<file path="src/cmsd_regs.svh">
// constants for the control mode strap decoder
`ifndef CMSD_REGS_SVH
`define CMSD_REGS_SVH
`define CMSD_PIN_COUNT 5
`define CMSD_BIT_EXT_STRAP 0
`define CMSD_BIT_STYLE_SEL 1
`define CMSD_BIT_MF_LEVEL 2
`define CMSD_BIT_MF_MID 3
`define CMSD_BIT_RST_POS 4
`define CMSD_SYNC_STAGES 2
`define CMSD_RST_SYNC_PINS 5'h03
`define CMSD_RST_EXT_ACTIVE 1'h0
`define CMSD_RST_DIFF_STYLE 1'h0
`define CMSD_RST_RANGE_HIGH 1'h1
`define CMSD_RST_LOW_FLAG 1'h0
`endif

</file>
<file path="src/cmsd_pkg.sv">
// types for the control mode strap decoder
package cmsd_pkg;
  typedef enum logic [1:0] {
    CMSD_MODE_PIN_SE = 2'h0,
    CMSD_MODE_EXT_SE = 2'h1,
    CMSD_MODE_EXT_DIFF = 2'h3,
    CMSD_MODE_PIN_DIFF = 2'h2
  } cmsd_mode_e;
  typedef struct packed {
    logic rst_pos;
    logic mf_mid;
    logic mf_level;
    logic style_sel;
    logic ext_strap;
  } cmsd_pins_s;
endpackage

</file>
<file path="src/cmsd_pins_if.sv">
// carrier between the pin synchroniser and the decoder
`timescale 1ns/100ps
`default_nettype none
interface cmsd_pins_if;
  cmsd_pkg::cmsd_pins_s raw;
  cmsd_pkg::cmsd_pins_s synced;
  modport sync_side (input raw, output synced);
  modport core_side (output raw, input synced);
endinterface
`default_nettype wire

</file>
<file path="src/cmsd_top.sv">
// control mode strap decoder: pins in, operating modes out
`timescale 1ns/100ps
`default_nettype none
`include "cmsd_regs.svh"
module cmsd_top (
  input wire logic clock,
  input wire logic rst_n,
  input wire logic extended_control_strap,
  input wire logic clock_reset_style_select,
  input wire logic full_scale_range_select,
  input wire logic full_scale_range_select_mid,
  input wire logic output_clock_reset_pos,
  input wire logic calibration_running,
  input wire logic fs_adjust_write_req,
  output logic calibration_active_flag,
  output logic extended_mode_active,
  output logic alternate_extended_strap,
  output logic reset_style_differential,
  output logic output_clock_reset,
  output logic full_scale_range_high,
  output logic fs_adjust_write_enable,
  output cmsd_pkg::cmsd_mode_e mode
);
  cmsd_pins_if pins_bus ();
  cmsd_pkg::cmsd_pins_s pin;

  logic next_cal_flag;
  logic next_ext_active;
  logic next_alt_ext;
  logic next_diff;
  logic next_clk_rst;
  logic next_range_high;
  logic next_fs_wr_en;
  cmsd_pkg::cmsd_mode_e next_mode;

  // pins are asynchronous to the input clock, so they are synchronised first
  assign pins_bus.raw = {output_clock_reset_pos, full_scale_range_select_mid,
                         full_scale_range_select, clock_reset_style_select,
                         extended_control_strap};

  cmsd_sync u_sync (
    .clock(clock),
    .rst_n(rst_n),
    .pins(pins_bus.sync_side)
  );

  assign pin = pins_bus.synced;

  function automatic cmsd_pkg::cmsd_mode_e mode_of(input logic ext, input logic diff);
    mode_of = cmsd_pkg::CMSD_MODE_PIN_SE;
    case ({diff, ext})
      2'h0: mode_of = cmsd_pkg::CMSD_MODE_PIN_SE;
      2'h1: mode_of = cmsd_pkg::CMSD_MODE_EXT_SE;
      2'h3: mode_of = cmsd_pkg::CMSD_MODE_EXT_DIFF;
      2'h2: mode_of = cmsd_pkg::CMSD_MODE_PIN_DIFF;
      default: mode_of = cmsd_pkg::CMSD_MODE_PIN_SE;
    endcase
  endfunction

  // purely combinational decode of current pins; nothing latched at reset
  always_comb begin
    next_cal_flag = calibration_running;
    next_diff = !pin.style_sel;
    // alternate enable only exists while the pin is not a reset leg
    next_alt_ext = !next_diff && pin.mf_mid;
    // dedicated strap decides alone; the alternate request cannot overturn it
    next_ext_active = !pin.ext_strap;
    if (next_diff) begin
      next_clk_rst = pin.rst_pos && !pin.mf_level;
      next_range_high = 1'h1;
    end else begin
      next_clk_rst = pin.rst_pos;
      // a mid level reads as neither range; keep the higher default then
      next_range_high = pin.mf_mid ? 1'h1 : pin.mf_level;
    end
    next_fs_wr_en = fs_adjust_write_req && !pin.ext_strap && next_ext_active;
    next_mode = mode_of(next_ext_active, next_diff);
  end

  always_ff @(posedge clock or negedge rst_n) begin
    if (!rst_n) begin
      calibration_active_flag <= `CMSD_RST_LOW_FLAG;
      extended_mode_active <= `CMSD_RST_EXT_ACTIVE;
      alternate_extended_strap <= `CMSD_RST_LOW_FLAG;
      reset_style_differential <= `CMSD_RST_DIFF_STYLE;
      output_clock_reset <= `CMSD_RST_LOW_FLAG;
      full_scale_range_high <= `CMSD_RST_RANGE_HIGH;
      fs_adjust_write_enable <= `CMSD_RST_LOW_FLAG;
      mode <= cmsd_pkg::CMSD_MODE_PIN_SE;
    end else begin
      calibration_active_flag <= next_cal_flag;
      extended_mode_active <= next_ext_active;
      alternate_extended_strap <= next_alt_ext;
      reset_style_differential <= next_diff;
      output_clock_reset <= next_clk_rst;
      full_scale_range_high <= next_range_high;
      fs_adjust_write_enable <= next_fs_wr_en;
      mode <= next_mode;
    end
  end
endmodule
`default_nettype wire

</file>
<file path="src/cmsd_sync.sv">
// two-flop synchroniser for the static control pins
`timescale 1ns/100ps
`default_nettype none
`include "cmsd_regs.svh"
module cmsd_sync (
  input wire logic clock,
  input wire logic rst_n,
  cmsd_pins_if.sync_side pins
);
  cmsd_pkg::cmsd_pins_s meta;
  cmsd_pkg::cmsd_pins_s stable;
  cmsd_pkg::cmsd_pins_s next_meta;
  cmsd_pkg::cmsd_pins_s next_stable;

  // first stage is read only by the second stage
  always_comb begin
    next_meta = pins.raw;
    next_stable = meta;
  end

  // reset to the strap-high, single-ended, pin-mode picture
  always_ff @(posedge clock or negedge rst_n) begin
    if (!rst_n) begin
      meta <= `CMSD_RST_SYNC_PINS;
      stable <= `CMSD_RST_SYNC_PINS;
    end else begin
      meta <= next_meta;
      stable <= next_stable;
    end
  end

  assign pins.synced = stable;
endmodule
`default_nettype wire

</file>
<file path="config.mk">
export PLATFORM = sky130hd
export DESIGN_NAME = cmsd_top
export DESIGN_NICKNAME = d
export VERILOG_FILES = /design/src/cmsd_pkg.sv /design/src/cmsd_pins_if.sv /design/src/cmsd_top.sv /design/src/cmsd_sync.sv
export VERILOG_INCLUDE_DIRS = /design/src /design/src/src
export SDC_FILE = /design/constraint.sdc
export NUM_CORES = 1
export LEC_CHECK = 0
export BUFFER_PORTS_ARGS = -buffer_cell sky130_fd_sc_hd__buf_4
export CAP_MARGIN = 40
export CORE_AREA = 2 2 39 41
export DETAILED_ROUTE_END_ITERATION = 16
export DIE_AREA = 0 0 41 43
export PLACE_DENSITY = 0.74
export SLEW_MARGIN = 30
export SYNTH_ARGS = -nofsm -noshare
export SYNTH_HDL_FRONTEND = slang
export SYNTH_SLANG_ARGS = --single-unit
</file>
<file path="constraint.sdc">
create_clock -name clock -period 2.3 [get_ports clock]
set_input_delay 0.115 -clock clock [delete_from_list [all_inputs] [get_ports clock]]
set_output_delay 0.115 -clock clock [all_outputs]
set_load 0.1 [all_outputs]
</file>
== Yosys cells after proc, flatten, opt, wreduce, memory -nomap -nowiden ==
Cells that the tools add are included.
Word-level totals
  output and inout port bits: 9
  bits in registers: 19
  bits of input ports: 9
  memories: 0
  memory bits (read-only): 0
  bits in latches: 0
  logic and storage cells: 33
  bits in writable memories: 0
Cells by class
  bitwise logic cells: 0
  $mul: 0
  eq/ne operators: 3
  multiplexer cells: 4
  $lt $le $gt $ge: 0
  divide/modulo/power cells: 0
  shifts and indexed selects: 0
  reduce and logical (&&, ||, !) cells: 8
  $add $sub $neg: 0
Operators with widths (count)
  2-bit case mux with 4 select lines: 1
  2-bit == test (second input constant): 2
  1-bit logical AND: 4
  1-bit logical NOT: 3
  1-bit two-way mux: 3
  2-bit by 1-bit == test with 1-bit output (second input constant): 1
  2-bit logical NOT: 1

== Depth between registers and ports, before layout ==
Gate-level depths: netlist (run 1).
  depth in word-level cells: 3
  gate-level depth with buffers: 2
  gate-level depth less buffers: 2

== Hierarchy ==
From an unflattened synthesis (run 1), not the netlist that was laid out.
Second synthesis, totals
  cell total of the unflattened synthesis: 27
  area total of the unflattened synthesis: 524.3 µm²
By module, submodules not included
  cmsd_top: cells an instance 17, instances 1, seq. area each 226.5 µm², area an instance 269.0 µm²
  cmsd_sync: cells an instance 10, instances 1, seq. area each 255.2 µm², area an instance 255.2 µm²

== Worst setup path before layout (run 1) ==
OpenSTA, ideal clock, no wires.
  path type: register to output
  from: register alternate_extended_strap
  to: output port alternate_extended_strap
  path buffers: 0
  required time: 2.185 ns
  arrival time: 0.883 ns
  slack: 1.302 ns
  cell stages (with the launch flop): 1
  cell sequence: dfrtp_1
RTL lines
  start: declaration: RTL line cmsd_top.sv:17  | output logic alternate_extended_strap,
  start signal: assignment: RTL line cmsd_top.sv:84  | alternate_extended_strap <= `CMSD_RST_LOW_FLAG;
  start signal: assignment: RTL line cmsd_top.sv:93  | alternate_extended_strap <= next_alt_ext;
No word-level cell between the ends.

== Worst setup path in the final report (run 1) ==
  from: register full_scale_range_high
  to: output port full_scale_range_high
RTL lines
  start: declaration: RTL line cmsd_top.sv:20  | output logic full_scale_range_high,
  start signal: assignment: RTL line cmsd_top.sv:87  | full_scale_range_high <= `CMSD_RST_RANGE_HIGH;
  start signal: assignment: RTL line cmsd_top.sv:96  | full_scale_range_high <= next_range_high;
No word-level cell between the ends.

==> key figures, run 1 <==
Synthesis
  – Top area cells in the synthesized netlist: dfrtp_1 (67%), dfstp_2 (25%), inv_1 (2.1%)
  – Yosys warns: 0
  – Synthesized net count: 36
  – Post-synthesis instance area: 524.3 sq um
  – Number of distinct library cell variants in the gate-level netlist after synthesis: 8
  – Post-synthesis async set-or-reset flop share: 1.000
  – Number of enable flip-flop cells after synthesis: 0
  – Top cell type's share of synthesized area: 0.6683
  – Dominant synthesized flop cell: dfrtp_1
  – #FFs+latches synth: 19
  – Mapped Avg Cell Area: 19.42 sq um
  – Library cell with the highest instance count after synthesis: dfrtp_1
  – Synth Instances: 27
  – Top cell types by occurrence after synthesis: dfrtp_1 (14), dfstp_2 (5), inv_1 (3)
  – Sequential element share of the synthesized area: 0.9189
  – Cell taking the most area after synthesis: dfrtp_1

Hold path
  – Min-Delay Path Class: input pin to flop

Cells and area
  – Post-Layout Inst Area: 768.2 sq um
  – Nets: 65
  – Antenna diodes: 0
  – Area growth from synthesis to final layout: 46.54%
  – Share of final-layout standard cells stronger than drive strength 1: 0.4909

Power and ir drop
  – Proportion of power drawn by the clock network: 0.250
  – Leakage: 0.0003746 uW
  – Portion of total power attributed to sequential cells: 0.582
  – Fraction of power consumed by combinational cells: 0.168
  – Switching power share of the total: 0.2703
  – Peak supply drop: 0.0003758 V
  – Internal portion of total power: 450.1 uW
  – Net switching component of the power: 166.7 uW
  – Total chip power: 616.8 uW
  – Pwr Density: 802.8 mW/mm^2

Critical path
  – Data required time of the critical path: 2180 ps
  – Critical path endpoint category: primary output
  – Crit Path Class: flop to primary output
  – Delay of the slowest critical-path stage: 520 ps
  – WP buf/inv: 1
  – Crit-path max FO: 1
  – Cell class contributing the biggest share of worst-path delay: flip-flops
  – Data arrival time of the worst path: 1070 ps
  – Worst Setup Start Kind: flop
  – Critical Path Slowest Stage Cell: dfstp_2
  – CP cell instances: buf_4

STA
  – Unrepaired setup endpoints after global routing: no
  – Count of final hold-check violations: 0
  – Final max-slew violation count: 0
  – Setup Viol. Count Final: 0
  – Min setup slack post-route: 1111 ps
  – Transition at the pin with the smallest max-transition slack: 278.3 ps
  – Slew Limit Headroom: 0.8160
  – Final clock period utilization by the worst path: 0.5171
  – Achievable clock frequency: 0.8409 GHz
  – Post-route clock skew: 4.691 ps
  – Shortest clock period the worst path allows after layout: 1189 ps
  – Total negative slack for setup checks: 0 ps

GRT
  – Global routing met2 resource utilization: 0.1625
  – Busiest layer in global routing: met2
  – Met3 global-route usage: 0.03141
  – Global router's overall resource usage: 0.09938
  – Number of antenna violations at the first check in global routing: 0
  – Met1 Resource Use GR: 0.1032
  – Global-route wire length before repair: 1.097 mm
  – Maximum number of pins on one net before global-route repair: 20
  – Vias in the first global route: 292
  – Grt ovf: 0

Clock tree
  – CTS tree: done
  – Num Clock Sinks: 19
  – Number of levels in the clock H-tree: 1
  – Max Buffers Root-to-Sink: 2
  – Library cell used as clock root buffer: clkbuf_4
  – Worst-skew pair later-pin latency: 280 ps
  – Gates resized, CTS repair: 0
  – Clock slew at the register clock pins of the worst setup and hold paths: 100 ps
  – Total CTS buffers: 3

Placed design
  – Number of buffer cells added on primary ports: 17
  – Placed instance area: 671.9 sq um
  – Final weighted congestion in routability-driven placement: 0.6177
  – Half-perimeter wire length of the detailed placement result: 424.1 um
  – Setup Slack @ Placement: 1291 ps

Die
  – Number of placement rows: 14
  – Height of the die: 43 um
  – Area of the core: 0.001384 sq mm
  – Die footprint: 0.001763 sq mm
  – Initial core utilization: 0.3788
  – Die width: 41 um
  – Top-level port count: 18

Run status
  – Run status: complete, no violations

Drt
  – Via count of the routed design: 283
  – Vias per inst: 3.986
  – Count of antenna-violating nets left after detailed routing: 0
  – WL final: 642 um
  – Initial DRT Pass Iterations: 2
  – Number of violations reported at the end of detailed-routing iteration 0: 1
  – Post-route DRC violation count: 0
  – Average wire per standard cell: 9.042 um

Flow run
  – Total of max-cap violations: 0
==> path summary, 6_finish.rpt <==
kind	startpoint	to	slack [ps]	cells after the start
max	full_scale_range_high$_DFF_PN1_	full_scale_range_high	1110	1
min	fs_adjust_write_req	fs_adjust_write_enable$_DFF_PN0_	40	2
max reg2reg	u_sync.pins.synced[1]$_DFF_PN1_	full_scale_range_high$_DFF_PN1_	1280	2
min reg2reg	u_sync.meta[2]$_DFF_PN0_	u_sync.pins.synced[2]$_DFF_PN0_	360	0
max in group asynchronous	rst_n	full_scale_range_high$_DFF_PN1_	1810	2
min in group asynchronous	rst_n	u_sync.meta[2]$_DFF_PN0_	230	2
==> what timing repair did <==
item                                   in CTS  in global routing
hold buffers                                7                  0
setup buffers                               0                  0
endpoints found under the hold margin      25                  0
==> metrics by stage <==
step / hold WS, ps / instances / util
after floorplan: -180.6 / 27 / -
after global placement: -13.93 / 60 / 0.4855
final: 44.73 / 71 / 0.5552
after detailed placement: -4.554 / 60 / 0.4855
after CTS: 41.17 / 71 / 0.5552
after global routing: 32.65 / 71 / 0.5552
==> sequential cells by signal (all words and copies together), names as in the netlist <==
name and count:
u_sync.meta 5, u_sync.pins.synced 5, mode 2, alternate_extended_strap 1, calibration_active_flag 1, extended_mode_active 1, fs_adjust_write_enable 1, full_scale_range_high 1
output_clock_reset 1, reset_style_differential 1
==> power groups by stage <==
stage / combinational [uW] / sequential, uW / clock, uW
2_1_floorplan: 3.76 / 425 / 0
3_3_place_gp: 93.9 / 365 / 0
3_5_place_dp: 95.3 / 366 / 0
4_1_cts: 105 / 359 / 160
5_1_grt: 108 / 362 / 183
6_report: 103 / 359 / 154
==> cell families after synthesis <==
kind of cell / synth area share
flops: 0.9189
buf+inv: 0.02863
simple gates: 0.03821
compound gates: 0.01433
==> routing by layer <==
layer / wire length (um) / vias up
met1: 199 / 131
met4: 0 / 0
met5: 0 / -
met3: 67 / 0
li1: - / 136
met2: 374 / 16
==> layout make-up <==
cell class              count  area, sq um
clock buffers               4        26.28
fillers                   114        615.6
inverters                   4        15.01
multi-input cells           4        27.53
flip-flops and latches     19        481.7
well taps                  16        20.02
repair buffers             24        197.7
==> layout by cell type (no fill, tap or decap) <==
master,Yosys,routed
buf_4,0,17
dfrtp_1,14,14
dlygate4sd3_1,0,7
dfstp_2,5,5
inv_1,3,3
clkbuf_4,0,3
inv_2,1,1
nor2b_1,1,1
and2_2,1,1
or3_1,1,1
a21boi_0,1,1
clkbuf_1,0,1
Power figures use the tool's default switching activity.
==> run 2, diff against run 1 <==
--- a/config.mk
+++ b/config.mk
@@ -8,10 +8,9 @@
 export LEC_CHECK = 0
 export BUFFER_PORTS_ARGS = -buffer_cell sky130_fd_sc_hd__buf_4
 export CAP_MARGIN = 40
-export CORE_AREA = 2 2 39 41
+export CORE_UTILIZATION = 40
 export DETAILED_ROUTE_END_ITERATION = 16
-export DIE_AREA = 0 0 41 43
-export PLACE_DENSITY = 0.74
+export PLACE_DENSITY = 0.78
 export SLEW_MARGIN = 30
 export SYNTH_ARGS = -nofsm -noshare
 export SYNTH_HDL_FRONTEND = slang
==> constraint.sdc (replaced) <==
create_clock -name clock -period 1 [get_ports clock]
set_input_delay 0.05 -clock clock [delete_from_list [all_inputs] [get_ports clock]]
set_output_delay 0.05 -clock clock [all_outputs]
set_load 0.1 [all_outputs]
==> run 2 against run 1 <==
Compared with the run above: the run now ends with setup timing left; first-iteration DRC count increased by 100%; die area decreased by 17%; hold slack improved by 120 ps; sequential share of layout area decreased by 2.7 points; global-route usage increased by 4.8 points; utilization increased by 14 points; clock skew increased by 0.70 ps; via count increased by 6.0%; sequential power increased by 130%; largest cell class unchanged; largest power group unchanged.
==> key figures, run 2 (synthesized netlist as in run 1, its figures left out) <==
GRT
  – Global router's overall resource usage: 0.1472
  – Maximum number of pins on one net before global-route repair: 20
  – Vias in the first global route: 331
  – Number of antenna violations at the first check in global routing: 0
  – Global-route wire length before repair: 1.290 mm
  – Grt ovf: 0

Power and ir drop
  – Peak supply drop: 0.001150 V
  – Pwr Density: 1792 mW/mm^2
  – Leakage: 0.0003921 uW

Drt
  – Initial DRT Pass Iterations: 2
  – Number of violations reported at the end of detailed-routing iteration 0: 2
  – Post-route DRC violation count: 0
  – Via count of the routed design: 300
  – Count of antenna-violating nets left after detailed routing: 0
  – Vias per inst: 4.225
  – Average wire per standard cell: 11.21 um
  – WL final: 796 um

Die
  – Die width: 38.20 um
  – Number of placement rows: 12
  – Die footprint: 0.001459 sq mm
  – Area of the core: 0.001156 sq mm
  – Height of the die: 38.20 um
  – Top-level port count: 18
  – Initial core utilization: 0.4535

Clock tree
  – Max Buffers Root-to-Sink: 2
  – Worst-skew pair later-pin latency: 280 ps
  – Library cell used as clock root buffer: clkbuf_4
  – Num Clock Sinks: 19
  – Clock slew at the register clock pins of the worst setup and hold paths: 100 ps
  – Number of levels in the clock H-tree: 1
  – Total CTS buffers: 3
  – CTS tree: done

Hold path
  – Min-Delay Path Class: input pin to async pin

Cells and area
  – Register cell area after layout: 481.7 sq um
  – Most common cell after layout, fill and taps aside: buf_4
  – Antenna diodes: 0
  – Post-Layout Inst Area: 803.3 sq um
  – Post-layout utilization of the core: 0.6948
  – Fill cells: 76
  – Share of final-layout standard cells stronger than drive strength 1: 0.4912
  – Top library cells by usage in the layout, fill and taps aside: buf_4 (15), dfrtp_1 (14), dlygate4sd3_1 (8), dfstp_2 (5)
  – Nets: 67
  – Area of the multi-input gates: 27.53 sq um
  – Area growth from synthesis to final layout: 53.22%

STA
  – Transition at the pin with the smallest max-transition slack: 280.0 ps
  – Final max-slew violation count: 0
  – Shortest clock period the worst path allows after layout: 1051 ps
  – Unrepaired setup endpoints after global routing: yes
  – Post-route clock skew: 5.388 ps
  – Setup Viol. Count Final: 1
  – Final clock period utilization by the worst path: 1.051
  – Slew Limit Headroom: 0.8149
  – Count of final hold-check violations: 0
  – Min setup slack post-route: -51.05 ps
  – Achievable clock frequency: 0.9514 GHz

Critical path
  – Data arrival time of the worst path: 1000 ps
  – Critical path endpoint category: primary output
  – Critical Path Slowest Stage Cell: dfstp_2
  – RR Endpoint: full_scale_range_high$_DFF_PN1_
  – Reg2Reg Launch Point: u_sync.pins.synced[1]$_DFF_PN1_
  – CP cell instances: buf_12
  – WP buf/inv: 1
  – Worst Setup Start Kind: flop
  – R2r setup slk: 40 ps
  – Delay of the slowest critical-path stage: 550 ps
  – Data required time of the critical path: 950 ps
  – Cell class contributing the biggest share of worst-path delay: flip-flops
  – Worst setup startpoint: full_scale_range_high$_DFF_PN1_
  – Crit Path Class: flop to primary output
  – Crit-path max FO: 1
  – Number of cell instances on the worst register-to-register path: 2

Run status
  – Run status: finished, violations left
  – Violations in the final reports: setup timing

Placed design
  – Final weighted congestion in routability-driven placement: 0.5899
  – Number of buffer cells added on primary ports: 17
  – Placed instance area: 669.4 sq um

Flow run
  – Total of max-cap violations: 0
## run 2: layout make-up
cell class | instances | share of cell area
clock buffer | 4 | 0.03271
inverter | 4 | 0.01869
multi-input combinational | 4 | 0.03427
sequential | 19 | 0.5997
tap | 14 | 0.02181
timing repair buffer | 26 | 0.2928
## run 2: how the worst max path moves through the flow
| stage | cells after the start | slack (ps) | to |
|---|---|---|---|
| global route | 1 | -90 | full_scale_range_high |
| global placement | 2 | 8 | full_scale_range_high$_DFF_PN1_ |
| finish | 1 | -50 | full_scale_range_high |
| CTS | 1 | -60 | full_scale_range_high |
| detailed placement | 2 | -20 | full_scale_range_high$_DFF_PN1_ |
| floorplan | 2 | 10 | full_scale_range_high$_DFF_PN1_ |
## run 2: per-stage QoR
| stage | std cells | hold WS, ps | TNS (ps) | setup slack, ps | total power [uW] |
|---|---|---|---|---|---|
| 2_1_floorplan | 27 | -245.6 | 0 | 13.85 | 987.3 |
| 3_3_place_gp | 58 | -79.01 | 0 | 7.610 | 1055 |
| 3_5_place_dp | 58 | -68.80 | -19.26 | -19.26 | 1063 |
| 4_1_cts | 71 | 154.0 | -62.99 | -62.99 | 1452 |
| 5_1_grt | 71 | 167.8 | -94.20 | -94.20 | 1504 |
| 6_report | 71 | 166.4 | -51.05 | -51.05 | 1440 |
## run 2: timing repair
item,CTS,global route
buffers inserted,1,0
endpoints found under the setup margin,2,3
gates resized for setup,3,2
pin swaps,1,0
endpoints found under the hold margin,26,0
hold buffers,8,0
## run 2: routing by layer
metal	up-vias	GRT usage	routed length, um
met1	146	0.1290	262
met4	0	0.1071	7
met2	12	0.2669	487
met3	2	0.05233	39
met5	-	0	0
li1	140	-	-
## run 2: where the power goes
| part | internal, uW | total [uW] | switching [uW] |
|---|---|---|---|
| clock | 155 | 358 | 203 |
| sequential | 815 | 829 | 14.7 |
| combinational | 78.1 | 253 | 175 |
| total | 1050 | 1440 | 392 |
## run 2: worst reg2reg max path, delay by kind of cell (launching register included)
family	cells	cell delay, ps
flip-flops	1	550
AND/OR/NAND/NOR	1	300
buffers and inverters	1	40
